## config.mk

```make
export PLATFORM = sky130hd
export DESIGN_NAME = ewp_core
export DESIGN_NICKNAME = d
export VERILOG_FILES = /design/src/hdl/ewp_pkg.sv /design/src/hdl/ewp_core.sv /design/src/hdl/ewp_pin_sync.sv
export SDC_FILE = /design/constraint.sdc
export NUM_CORES = 1
export LEC_CHECK = 0
export ABC_AREA = 0
export BUFFER_PORTS_ARGS = -buffer_cell sky130_fd_sc_hd__buf_2
export CORE_MARGIN = 2
export CORE_UTILIZATION = 63
export CTS_CLUSTER_SIZE = 16
export DETAILED_ROUTE_END_ITERATION = 12
export PLACE_DENSITY = 0.79
export RECOVER_POWER = 25
export SETUP_SLACK_MARGIN = 0.4
export SLEW_MARGIN = 20
export SYNTH_ARGS = -nofsm -noshare
export SYNTH_HDL_FRONTEND = slang
export SYNTH_SLANG_ARGS = --single-unit
```

## constraint.sdc

```tcl
create_clock -name clk_sys -period 6.7 [get_ports clk_sys]
set_input_delay 0.335 -clock clk_sys [delete_from_list [all_inputs] [get_ports clk_sys]]
set_output_delay 0.335 -clock clk_sys [all_outputs]
set_load 0.01 [all_outputs]
```

## src/hdl/ewp_pkg.sv

```systemverilog
// Shared constants and types of the EEPROM write-protect and status block.
`default_nettype none
package ewp_pkg;
  // Command opcodes, shifted in most significant bit first.
  localparam logic [7:0] SET_LATCH_CMD = 8'h06;
  localparam logic [7:0] CLEAR_LATCH_CMD = 8'h04;
  localparam logic [7:0] READ_STATUS_CMD = 8'h05;
  localparam logic [7:0] WRITE_STATUS_CMD = 8'h01;
  localparam logic [7:0] WRITE_ARRAY_CMD = 8'h02;
  localparam logic [7:0] READ_ARRAY_CMD = 8'h03;

  // Block-protect codes and the top-two-address-bit value of the upper quarter.
  localparam logic [1:0] BP_NONE = 2'h0;
  localparam logic [1:0] BP_QUARTER = 2'h1;
  localparam logic [1:0] BP_HALF = 2'h2;
  localparam logic [1:0] BP_ALL = 2'h3;
  localparam logic [1:0] QUARTER_TOP = 2'h3;

  localparam logic [2:0] BIT_LAST = 3'h7;
  localparam logic [1:0] ADDR_BYTE_LAST = 2'h1;
  localparam logic [2:0] STATUS_DONT_CARE = 3'h0;
  localparam logic [7:0] NV_RESET = 8'h00;

  // Pin synchroniser reset image: select reads low so a pin held low at
  // power-up never looks like a falling edge; write-protect reads high.
  localparam logic [3:0] PIN_RESET = 4'h1;

  // Self-timed nonvolatile write, longest time, and the system clock period.
  localparam int T_WRITE_US = 6000;
  localparam int CLK_PERIOD_NS = 20;

  typedef struct packed {
    logic cs_n;
    logic sck;
    logic si;
    logic wp_n;
  } ewp_pins_s;

  typedef struct packed {
    logic protect_pin_enable;
    logic [2:0] dont_care;
    logic block_protect_hi;
    logic block_protect_lo;
    logic latch_flag;
    logic busy_flag;
  } ewp_stat_s;

  typedef enum logic [3:0] {
    ST_IDLE,
    ST_CMD,
    ST_SET_LATCH,
    ST_CLEAR_LATCH,
    ST_READ_STATUS,
    ST_WRITE_STATUS,
    ST_WRITE_STATUS_END,
    ST_WRITE_ADDR,
    ST_WRITE_DATA,
    ST_READ_ADDR,
    ST_SKIP
  } ewp_state_e;
endpackage
`default_nettype wire

```

## src/hdl/ewp_core.sv

```systemverilog
// Write enable latch, status register and write protection of a serial EEPROM.
`default_nettype none
module ewp_core #(
  parameter int ADDR_W = 15,
  parameter int WR_CYC = ewp_pkg::T_WRITE_US * 1000 / ewp_pkg::CLK_PERIOD_NS,
  parameter logic [7:0] NV_INIT = ewp_pkg::NV_RESET
) (
  input wire logic clk_sys,
  input wire logic rst,
  input wire ewp_pkg::ewp_pins_s pins,
  output logic so,
  output logic so_oe,
  output logic arr_wr_go,
  output logic arr_rd_go,
  output logic [15:0] arr_addr,
  output ewp_pkg::ewp_stat_s status
);
  import ewp_pkg::*;

  localparam int CW = $clog2(WR_CYC + 1);
  localparam logic [CW-1:0] WR_LOAD = CW'(WR_CYC);
  localparam ewp_stat_s NV_IMG = ewp_stat_s'(NV_INIT);

  logic [3:0] pin_q;
  ewp_pins_s pq;
  ewp_pins_s prev_ff;
  ewp_state_e st_ff;
  ewp_state_e nxt_st;
  ewp_state_e dec_st;
  ewp_stat_s nvd_ff;
  ewp_stat_s stat;
  ewp_stat_s status_ff;
  logic [2:0] bitc_ff;
  logic [2:0] obit_ff;
  logic [1:0] bytec_ff;
  logic [7:0] sh_ff;
  logic [7:0] so_sh_ff;
  logic [15:0] addr_ff;
  logic [CW-1:0] busy_cnt_ff;
  logic got_ff;
  logic latch_ff;
  logic pen_ff;
  logic [1:0] bp_ff;
  logic so_ff;
  logic so_oe_ff;
  logic wr_go_ff;
  logic rd_go_ff;

  ewp_pin_sync #(
    .W(4),
    .RST(PIN_RESET)
  ) u_ewp_pin_sync (
    .clk_sys(clk_sys),
    .rst(rst),
    .din(pins),
    .dout(pin_q)
  );
  assign pq = ewp_pins_s'(pin_q);

  always_ff @(posedge clk_sys or posedge rst) begin
    if (rst) begin
      prev_ff <= ewp_pins_s'(PIN_RESET);
    end else begin
      prev_ff <= pq;
    end
  end

  // Edge decode on the filtered pins; serial clock counts only while selected.
  wire logic cs_fall = prev_ff.cs_n & ~pq.cs_n;
  wire logic cs_rise = ~prev_ff.cs_n & pq.cs_n;
  wire logic sck_rise = ~prev_ff.sck & pq.sck & ~pq.cs_n;
  wire logic sck_fall = prev_ff.sck & ~pq.sck & ~pq.cs_n;
  wire logic byte_done = sck_rise & (bitc_ff == BIT_LAST);
  wire logic [7:0] byte_in = {sh_ff[6:0], pq.si};
  wire logic busy = busy_cnt_ff != '0;
  wire logic hw_prot = pen_ff & ~pq.wp_n;
  wire logic [1:0] top2 = addr_ff[ADDR_W-1 -: 2];
  wire logic addr_prot = (bp_ff == BP_ALL)
    | ((bp_ff == BP_HALF) & top2[1])
    | ((bp_ff == BP_QUARTER) & (top2 == QUARTER_TOP));
  wire logic addr_last = byte_done & (bytec_ff == ADDR_BYTE_LAST);

  // Only read-status is honoured while the internal write runs.
  assign dec_st = (byte_in == READ_STATUS_CMD) ? ST_READ_STATUS :
    busy ? ST_SKIP :
    (byte_in == SET_LATCH_CMD) ? ST_SET_LATCH :
    (byte_in == CLEAR_LATCH_CMD) ? ST_CLEAR_LATCH :
    (byte_in == WRITE_STATUS_CMD) ? ST_WRITE_STATUS :
    (byte_in == WRITE_ARRAY_CMD) ? ST_WRITE_ADDR :
    (byte_in == READ_ARRAY_CMD) ? ST_READ_ADDR : ST_SKIP;

  // Commands act on the select rise only; a stray clock moves set, clear and status write to skip, and leaves an array write on a partial byte.
  wire logic set_go = cs_rise & (st_ff == ST_SET_LATCH);
  wire logic clr_go = cs_rise & (st_ff == ST_CLEAR_LATCH);
  wire logic write_status_cmd_try = cs_rise & (st_ff == ST_WRITE_STATUS_END);
  wire logic write_status_cmd_go = write_status_cmd_try & latch_ff & ~hw_prot;
  wire logic wr_try = cs_rise & (st_ff == ST_WRITE_DATA) & got_ff & (bitc_ff == '0);
  wire logic wr_go = wr_try & latch_ff & ~addr_prot;

  assign stat = '{
    protect_pin_enable: pen_ff,
    dont_care: STATUS_DONT_CARE,
    block_protect_hi: bp_ff[1],
    block_protect_lo: bp_ff[0],
    latch_flag: latch_ff,
    busy_flag: busy
  };

  always_comb begin
    nxt_st = st_ff;
    if (cs_rise) begin
      nxt_st = ST_IDLE;
    end else if (cs_fall) begin
      nxt_st = ST_CMD;
    end else if (sck_rise) begin
      case (st_ff)
        ST_CMD: begin
          if (byte_done) begin
            nxt_st = dec_st;
          end
        end
        ST_SET_LATCH, ST_CLEAR_LATCH, ST_WRITE_STATUS_END: begin
          nxt_st = ST_SKIP;
        end
        ST_WRITE_STATUS: begin
          if (byte_done) begin
            nxt_st = ST_WRITE_STATUS_END;
          end
        end
        ST_WRITE_ADDR: begin
          if (addr_last) begin
            nxt_st = ST_WRITE_DATA;
          end
        end
        ST_READ_ADDR: begin
          if (addr_last) begin
            nxt_st = ST_SKIP;
          end
        end
        default: begin
          nxt_st = st_ff;
        end
      endcase
    end
  end

  always_ff @(posedge clk_sys or posedge rst) begin
    if (rst) begin
      st_ff <= ST_IDLE;
      bitc_ff <= '0;
      bytec_ff <= '0;
      sh_ff <= '0;
    end else begin
      st_ff <= nxt_st;
      if (cs_fall) begin
        bitc_ff <= '0;
        bytec_ff <= '0;
      end else if (sck_rise) begin
        bitc_ff <= bitc_ff + 3'h1;
        sh_ff <= byte_in;
        if (byte_done && (st_ff == ST_WRITE_ADDR || st_ff == ST_READ_ADDR)) begin
          bytec_ff <= bytec_ff + 2'h1;
        end
      end
    end
  end

  // Address shift and data-byte tracking for array commands.
  always_ff @(posedge clk_sys or posedge rst) begin
    if (rst) begin
      addr_ff <= '0;
      got_ff <= 1'b0;
      nvd_ff <= '0;
    end else begin
      if (cs_fall) begin
        got_ff <= 1'b0;
      end else if (byte_done && st_ff == ST_WRITE_DATA) begin
        got_ff <= 1'b1;
      end
      if (sck_rise && (st_ff == ST_WRITE_ADDR || st_ff == ST_READ_ADDR)) begin
        addr_ff <= {addr_ff[14:0], pq.si};
      end
      if (byte_done && st_ff == ST_WRITE_STATUS) begin
        nvd_ff <= ewp_stat_s'(byte_in);
      end
    end
  end

  // The latch only changes on a select rise, so a write in the same
  // selection as the set command still sees it clear.
  always_ff @(posedge clk_sys or posedge rst) begin
    if (rst) begin
      latch_ff <= 1'b0;
    end else if (set_go) begin
      latch_ff <= 1'b1;
    end else if (clr_go || write_status_cmd_go || wr_go) begin
      latch_ff <= 1'b0;
    end
  end

  // Reset loads the power-up image of the nonvolatile cells; a status write made
  // before a later reset is not kept, so set NV_INIT to the image the cells hold.
  always_ff @(posedge clk_sys or posedge rst) begin
    if (rst) begin
      pen_ff <= NV_IMG.protect_pin_enable;
      bp_ff <= {NV_IMG.block_protect_hi, NV_IMG.block_protect_lo};
    end else if (write_status_cmd_go) begin
      pen_ff <= nvd_ff.protect_pin_enable;
      bp_ff <= {nvd_ff.block_protect_hi, nvd_ff.block_protect_lo};
    end
  end

  // The write decision is taken once at start; the pin is not looked at again.
  always_ff @(posedge clk_sys or posedge rst) begin
    if (rst) begin
      busy_cnt_ff <= '0;
    end else if (write_status_cmd_go || wr_go) begin
      busy_cnt_ff <= WR_LOAD;
    end else if (busy) begin
      busy_cnt_ff <= busy_cnt_ff - {{(CW-1){1'b0}}, 1'b1};
    end
  end

  // Status shifts out after falling clocks and reloads each byte so busy is live.
  always_ff @(posedge clk_sys or posedge rst) begin
    if (rst) begin
      so_sh_ff <= '0;
      obit_ff <= '0;
      so_ff <= 1'b0;
      so_oe_ff <= 1'b0;
    end else begin
      if (byte_done && st_ff == ST_CMD && byte_in == READ_STATUS_CMD) begin
        so_sh_ff <= stat;
        obit_ff <= '0;
      end else if (sck_fall && st_ff == ST_READ_STATUS) begin
        so_ff <= so_sh_ff[7];
        obit_ff <= obit_ff + 3'h1;
        so_sh_ff <= (obit_ff == BIT_LAST) ? stat : {so_sh_ff[6:0], 1'b0};
      end
      if (st_ff != ST_READ_STATUS) begin
        so_oe_ff <= 1'b0;
      end else if (sck_fall) begin
        so_oe_ff <= 1'b1;
      end
    end
  end

  always_ff @(posedge clk_sys or posedge rst) begin
    if (rst) begin
      wr_go_ff <= 1'b0;
      rd_go_ff <= 1'b0;
      status_ff <= '0;
    end else begin
      wr_go_ff <= wr_go;
      rd_go_ff <= addr_last & (st_ff == ST_READ_ADDR);
      status_ff <= stat;
    end
  end

  assign so = so_ff;
  assign so_oe = so_oe_ff;
  assign arr_wr_go = wr_go_ff;
  assign arr_rd_go = rd_go_ff;
  assign arr_addr = addr_ff;
  assign status = status_ff;

  // Any internal write, array or status, must start from a set latch.
  property p_wr_needs_latch;
    @(posedge clk_sys) disable iff (rst)
    $rose(busy) |-> $past(latch_ff);
  endproperty
  a_wr_needs_latch: assert property (p_wr_needs_latch) else $error("write without latch");

  property p_set_latch;
    @(posedge clk_sys) disable iff (rst)
    set_go |=> latch_ff ##1 status_ff.latch_flag;
  endproperty
  a_set_latch: assert property (p_set_latch) else $error("set command missed latch");

  property p_clear_after_write;
    @(posedge clk_sys) disable iff (rst)
    (wr_go || write_status_cmd_go || clr_go) |=> !latch_ff;
  endproperty
  a_clear_after_write: assert property (p_clear_after_write) else $error("latch not cleared");

  property p_status_fields;
    @(posedge clk_sys) disable iff (rst)
    ##1 (status_ff.dont_care == STATUS_DONT_CARE)
      && (status_ff.latch_flag == $past(latch_ff))
      && (status_ff.busy_flag == $past(busy));
  endproperty
  a_status_fields: assert property (p_status_fields) else $error("status byte wrong");

  property p_busy_after_start;
    @(posedge clk_sys) disable iff (rst)
    (write_status_cmd_go || wr_go) |=> busy[*8];
  endproperty
  a_busy_after_start: assert property (p_busy_after_start) else $error("busy too short");

  property p_bp_only_write_status_cmd;
    @(posedge clk_sys) disable iff (rst)
    ($changed(bp_ff) || $changed(pen_ff)) |-> $past(write_status_cmd_go);
  endproperty
  a_bp_only_write_status_cmd: assert property (p_bp_only_write_status_cmd) else $error("protect bits moved");

  property p_hw_prot_blocks;
    @(posedge clk_sys) disable iff (rst)
    (write_status_cmd_try && hw_prot) |=> $stable(bp_ff) && $stable(pen_ff) && !busy;
  endproperty
  a_hw_prot_blocks: assert property (p_hw_prot_blocks) else $error("protected status written");

  property p_busy_ignores;
    @(posedge clk_sys) disable iff (rst)
    (busy && byte_done && st_ff == ST_CMD) |=> st_ff inside {ST_SKIP, ST_READ_STATUS};
  endproperty
  a_busy_ignores: assert property (p_busy_ignores) else $error("command taken while busy");

  property p_idle_quiet;
    @(posedge clk_sys) disable iff (rst)
    (st_ff == ST_IDLE) |=> !so_oe_ff;
  endproperty
  a_idle_quiet: assert property (p_idle_quiet) else $error("output driven while idle");
endmodule
`default_nettype wire

```

## src/hdl/ewp_pin_sync.sv

```systemverilog
// Three-stage pin synchroniser with agreement filter, one lane per bit.
`default_nettype none
module ewp_pin_sync #(
  parameter int W = 4,
  parameter logic [W-1:0] RST = '0
) (
  input wire logic clk_sys,
  input wire logic rst,
  input wire logic [W-1:0] din,
  output logic [W-1:0] dout
);
  import ewp_pkg::*;

  genvar i;
  generate
    for (i = 0; i < W; i++) begin : g_lane
      logic s1_ff;
      logic s2_ff;
      logic s3_ff;
      logic stable_ff;
      // The first stage feeds only the second; the filter looks at stages two and three.
      always_ff @(posedge clk_sys or posedge rst) begin
        if (rst) begin
          s1_ff <= RST[i];
          s2_ff <= RST[i];
          s3_ff <= RST[i];
          stable_ff <= RST[i];
        end else begin
          s1_ff <= din[i];
          s2_ff <= s1_ff;
          s3_ff <= s2_ff;
          if (s2_ff == s3_ff) begin
            stable_ff <= s3_ff;
          end
        end
      end
      assign dout[i] = stable_ff;
    end
  endgenerate
endmodule
`default_nettype wire

```

* Word-level counts from Yosys, hierarchy flattened
Cells that the tools add are included.
** Operators by class
- Reduce and logical (&&, ||, !) cells :: 27
- Muxes and demuxes :: 33
- Bitwise logic cells :: 33
- Add/sub/neg operators :: 4
- Equality and inequality tests :: 31
** Operator list (number)
- 2-to-1 mux 4 bit :: 13
- 2-to-1 mux 19 bit :: 2
- == test 8 x 3 -> 1 bit, second input constant :: 3
- 2-to-1 mux 8 bit :: 3
- bitwise AND 1 bit :: 22
- one-hot mux 4 bit (5 select lines) :: 1
- nonzero test 19 bit :: 1
- subtractor 19 x 1 -> 19 bit, second input constant :: 1
- == test 4 x 3 -> 1 bit, second input constant :: 4
- == test 8 x 2 -> 1 bit, second input constant :: 2
- != test 4 bit, second input constant :: 4
- nonzero test 2 bit :: 7
- 2-to-1 mux 3 bit :: 4
- inverter 1 bit :: 9
- == test 4 x 2 -> 1 bit, second input constant :: 2
- == test 4 bit, second input constant :: 2
- == test 8 x 1 -> 1 bit, second input constant :: 1
- 2-to-1 mux 2 bit :: 4
- logical AND 1 bit :: 7
- nonzero test 7 bit :: 1
- adder 3 x 1 -> 3 bit, second input constant :: 2
- == test 2 bit, second input constant :: 3
- == test 3 bit, second input constant :: 2
- 2-to-1 mux 1 bit :: 6
- 12 further kinds :: 22
** Storage, ports and cells
- Input bits :: 6
- Flip-flop bits (word level) :: 97
- Word-level logic and storage cells :: 170

* Logic depth before layout (Yosys ltp)
- Depth in word-level cells :: 13
- Depth in mapped cells :: 8
- Depth with buffers taken out :: 7

* Modules after synthesis
From an unflattened synthesis, not the netlist that was laid out.
** Unflattened totals
- Cells, all modules :: 375
- Area total of the unflattened synthesis :: 4311.6 sq um
** Modules (own cells, without submodules)
- ewp_core :: cells each 350, area an instance 3827.4 sq um, sequential area each 2026.9 sq um, instances 1
- ewp_pin_sync :: cells each 25, area an instance 484.2 sq um, sequential area each 405.4 sq um, instances 1

* Worst setup path before layout
OpenSTA, ideal clock, no wires.
- Kind :: reg-to-reg
- Start :: register busy_cnt_ff[0]
- End :: register busy_cnt_ff[6]
- Setup slack :: 4.664 ns
- Clock period less this slack :: 2.036 ns
- Stages on the path, launching flop included :: 9
- Buffers on the path :: 1
- Setup time :: 0.139 ns
- Arrival :: 1.898 ns
- Data required time :: 6.561 ns
- Path through :: dfrtp_1 > inv_1 > ha_1 > nor4b_1 > nand4b_1 > clkbuf_1 > o211ai_1 > xor2_1 > nand2_1
** Between the ends
- Longest elaborated chain between the ends :: 3
- Elaborated cells on any way between the ends :: 5
** Ends and longest elaborated chain
- start: declaration :: line ewp_core.sv:39 : logic [CW-1:0] busy_cnt_ff;
- start signal: assignment :: line ewp_core.sv:220 : busy_cnt_ff <= busy_cnt_ff - {{(CW-1){1'b0}}, 1'b1};
- subtractor 19 x 1 -> 19 bit :: line ewp_core.sv:220
- 2-to-1 mux 19 bit :: line ewp_core.sv:219 : end else if (busy) begin
- 2-to-1 mux 19 bit :: line ewp_core.sv:217 : end else if (write_status_cmd_go || wr_go) begin
Parallel ways exist; a longest one is shown, timed or not. The select of a mux whose other input is x is not followed.
A chain may end at the register's enable or synchronous reset.

* Worst setup path after layout
- Start :: register busy_cnt_ff[0]
- End :: register busy_cnt_ff[5]
The elaborated chain is that of the path after synthesis.

==> qor.csv <==
stage,metric,value,unit
synth,synthesized cell area,0.00434,mm2
synth,Cell variety after synth,64,
routing,routed length per placed instance,16.0,um
routing,vias per cell,5.84,
synth,Syn Inst Count,356,
worst_setup_path,worst setup path startpoint,busy_cnt_ff[0],
pwr,Pwr per Cell Area,343,mW/mm2
worst_setup_path,Levels on crit path,7,
worst_setup_path,CP peak stage delay,0.65,ns
synth,"FF+latch count, synth",97,
synth,mean post-synth cell area,12.2,um2
worst_setup_path,Critical Path Fanout Max,16,
worst_setup_path,Reg2Reg Setup Slack,4.02,ns
sta,"Setup violations, final",0,
flow_run,max cap viols,1,
synth,Post-synth top flop,dfrtp_1,
place,post-placement cell count,450,
global_route,Total GRT Usage,21.6,%
synth,Yosys warnings,0,
global_route,largest net degree at the start of global routing,53,
final_layout,Layout area overhead,9.06,%
worst_setup_path,reg2reg start,busy_cnt_ff[0],
pwr,Comb power frac,23.0,%
synth,"top cells by area, synth","dfrtp_1 (54%), mux2_2 (9.9%), nor2_1 (2.9%)",
cts,CTS root buffer,clkbuf_8,
cts,postcts setup bufs,0,
cts,CTS buffer count,9,
sta,period utilization,40.0,%
global_route,initial antenna violation count,0,
sta,Slew HR,-30.3,%
worst_setup_path,CP endpoint kind,register,
worst_setup_path,Crit Path Category,register to register,
cts,Clock Latency Late Sink,0.36,ns
worst_setup_path,worst reg-to-reg path cell count,7,
die,CORE AREA,0.00672,mm2
die,Die W,87.0,um
cts,CTS H-tree depth,3,
pwr,Switching Share,33.0,%
final_layout,"Core Util, Final",70.4,%
worst_setup_path,Top delay family on crit path,simple AND/OR/NAND/NOR gates,
die,Die Span Y,87.0,um
cts,hold buffer count at cts,0,
worst_setup_path,reg-to-reg critical path endpoint,busy_cnt_ff[5],
worst_setup_path,WP buf/inv,1,
die,io pins,34,
place,Final HPWL DP,5080,um
synth,"area leader, netlist",dfrtp_1,
pwr,NetSw,0.000536,W
sta,RSZ-0062 raised after global routing,false,
cts,CTS tree,built,
routing,vias,2722,
worst_setup_path,worst-path cell chain,"inv_1, ha_1, nor4b_1, nand4b_1, o21ai_2, nor4_1, or3_1",
sta,TNS Setup,0,ns
global_route,total grt overflow,0,
routing,initial DRC count,192,
sta,Least-Margin Pin Slew,1.94,ns
routing,# DRC,0,
synth,Post-synth ARST share,100,%
routing,TritonRoute pass-1 iters,4,
worst_setup_path,CP max stage cell,nand4b_1,
sta,Final Hold Fails,0,
pwr,leakage power,2.26,nW
die,row count,30,
cts,clk buf depth,2,
synth,post-synth top area share,53.7,%
synth,sequential area share after synthesis,56.1,%
die,Initial Util,64.5,%
cts,Sink Count,97,
final_layout,fraction of layout cells with a size suffix above 1,26.9,%
synth,top-count cell post-synth,dfrtp_1,
sta,Final min period,2.68,ns
pwr,VDD IR max,0.164,mV
cts,"Clk pin slew, worst setup/hold paths",0.09,ns
worst_setup_path,Worst Setup Start Kind,register,
worst_setup_path,critical path arrival,2.92,ns
final_layout,"Cell Count, Final, Fillers Out",466,
routing,Routed WL,7460,um
worst_setup_path,CP required,6.94,ns
die,die area,0.00756,mm2
worst_setup_path,Critical Path Sink,busy_cnt_ff[5],
place,I/O Buffers,30,
pwr,power share of the clock group,26.4,%
sta,count of pins over their slew limit,47,
outcome,status,"finished, violations left",
pwr,register share of total power,50.6,%
global_route,vias in the first global route,2658,
place,Final GP Congestion,0.872,
global_route,first-pass GRT wire length,12700,um
pwr,Int Pwr,0.00109,W
outcome,failing checks,"capacitance limit, slew limit",
sta,fmax,373,MHz
synth,Synth top cells by count,"dfrtp_1 (93), mux2_2 (38), nor2_1 (33), nand2_1 (18), inv_1 (11)",
synth,number of synthesized flops with an enable pin,0,
cts,CTS resizes,0,
final_layout,Final #Nets,396,
final_layout,Antenna diodes,0,
sta,clk_skew,0.00964,ns
routing,antenna-violating nets left,0,
worst_hold_path,HP Class,input pin to register,
==> area by class of cell <==
cell class	instances	area [um2]
Clock buffer	9	124
Clock inverter	7	106
Fill cell	482	1990
Inverter	11	42.5
Multi-Input combinational cell	231	1770
Sequential cell	97	2430
Tap cell	80	100
Timing Repair Buffer	31	158
==> logic make-up after synthesis <==
family                     Yosys count  share of synthesized area, %
other                                1                        0.0865
adders and majority gates           13                          3.52
DFF                                 97                          56.1
buffers and inverters               30                          3.35
xor gates and xnor gates            14                          2.83
and+or+nand+nor                    112                          15.0
AOI/OAI and AO/OA                   48                          8.54
muxes                               41                          10.6
==> flip-flops by register name, summed over array words and instances (netlist names), 2 cells and up <==
name / count
arr_addr: 16
u_ewp_pin_sync.g_lane.s3_ff: 4
bitc_ff: 3
prev_ff: 2
bp_ff: 2
nvd_ff: 3
u_ewp_pin_sync.g_lane.stable_ff: 4
status: 5
st_ff: 4
u_ewp_pin_sync.g_lane.s2_ff: 4
so_sh_ff: 8
sh_ff: 7
obit_ff: 3
busy_cnt_ff: 19
u_ewp_pin_sync.g_lane.s1_ff: 4
bytec_ff: 2
==> worst min path at each step <==
stage | from | to | slack, ns | depth (start not counted)
global placement | u_ewp_pin_sync.g_lane[2].s1_ff | u_ewp_pin_sync.g_lane[2].s2_ff | 0.33 | 0
floorplan | u_ewp_pin_sync.g_lane[1].s1_ff | u_ewp_pin_sync.g_lane[1].s2_ff | 0.33 | 0
finish | pins[0] | u_ewp_pin_sync.g_lane[0].s1_ff | 0.07 | 1
global route | pins[0] | u_ewp_pin_sync.g_lane[0].s1_ff | 0.04 | 1
detailed placement | u_ewp_pin_sync.g_lane[3].s1_ff | u_ewp_pin_sync.g_lane[3].s2_ff | 0.34 | 0
CTS | rst | so | 0.04 | 2
==> cell usage in the layout, fill, tap and decap left out, types with 4 or more instances in the layout <==
master,Yosys,routed
nand3_1,5,5
a22o_1,5,5
nand2_1,18,18
and3_1,4,4
o21ai_0,8,8
nor2_1,33,33
clkbuf_8,0,9
xor2_1,10,10
buf_2,5,30
nor3_1,6,6
nor2b_1,6,6
nand4b_1,6,6
nand2b_1,5,5
ha_1,9,9
a21oi_1,7,7
mux2_2,38,38
nand3b_1,5,5
maj3_1,4,4
inv_1,11,10
dfrtp_1,93,93
o211ai_1,4,4
xnor2_1,4,4
dfstp_2,4,4
==> per-layer routing <==
layer	GRT usage (%)	up-vias	part of all wire (%)
met5	0	-	0
met4	7.67	0	1.2
met3	5.31	10	4.4
met2	32.7	59	46
met1	30.6	1344	48
li1	-	1309	-
==> worst reg2reg max path, cell delays in order (launching register included) <==
cell and delay (ns):
dfrtp_1 0.40, inv_1 0.10, ha_1 0.21, nor4b_1 0.32
nand4b_1 0.65, o21ai_2 0.48, nor4_1 0.07, or3_1 0.34
==> power groups by stage <==
stage | Combinational [W] | Clock [W] | Sequential, W
floorplan | 0.000344 | 0 | 0.000777
global placement | 0.000363 | 0 | 0.000823
detailed placement | 0.000370 | 0 | 0.000830
CTS | 0.000374 | 0.000439 | 0.000819
global route | 0.000420 | 0.000466 | 0.000841
finish | 0.000374 | 0.000429 | 0.000821
==> through the flow <==
stage	total power (W)	hold slack [ns]	area, um2	setup WS [ns]
2_1_floorplan	0.00112	0.331	4340	3.84
3_3_place_gp	0.00119	0.333	4500	4.17
6_report	0.00162	0.0667	4730	4.02
4_1_cts	0.00163	0.0360	4730	4.04
5_1_grt	0.00173	0.0369	4730	3.71
3_5_place_dp	0.00120	0.337	4500	4.04
(Power assumes the default switching activity.)
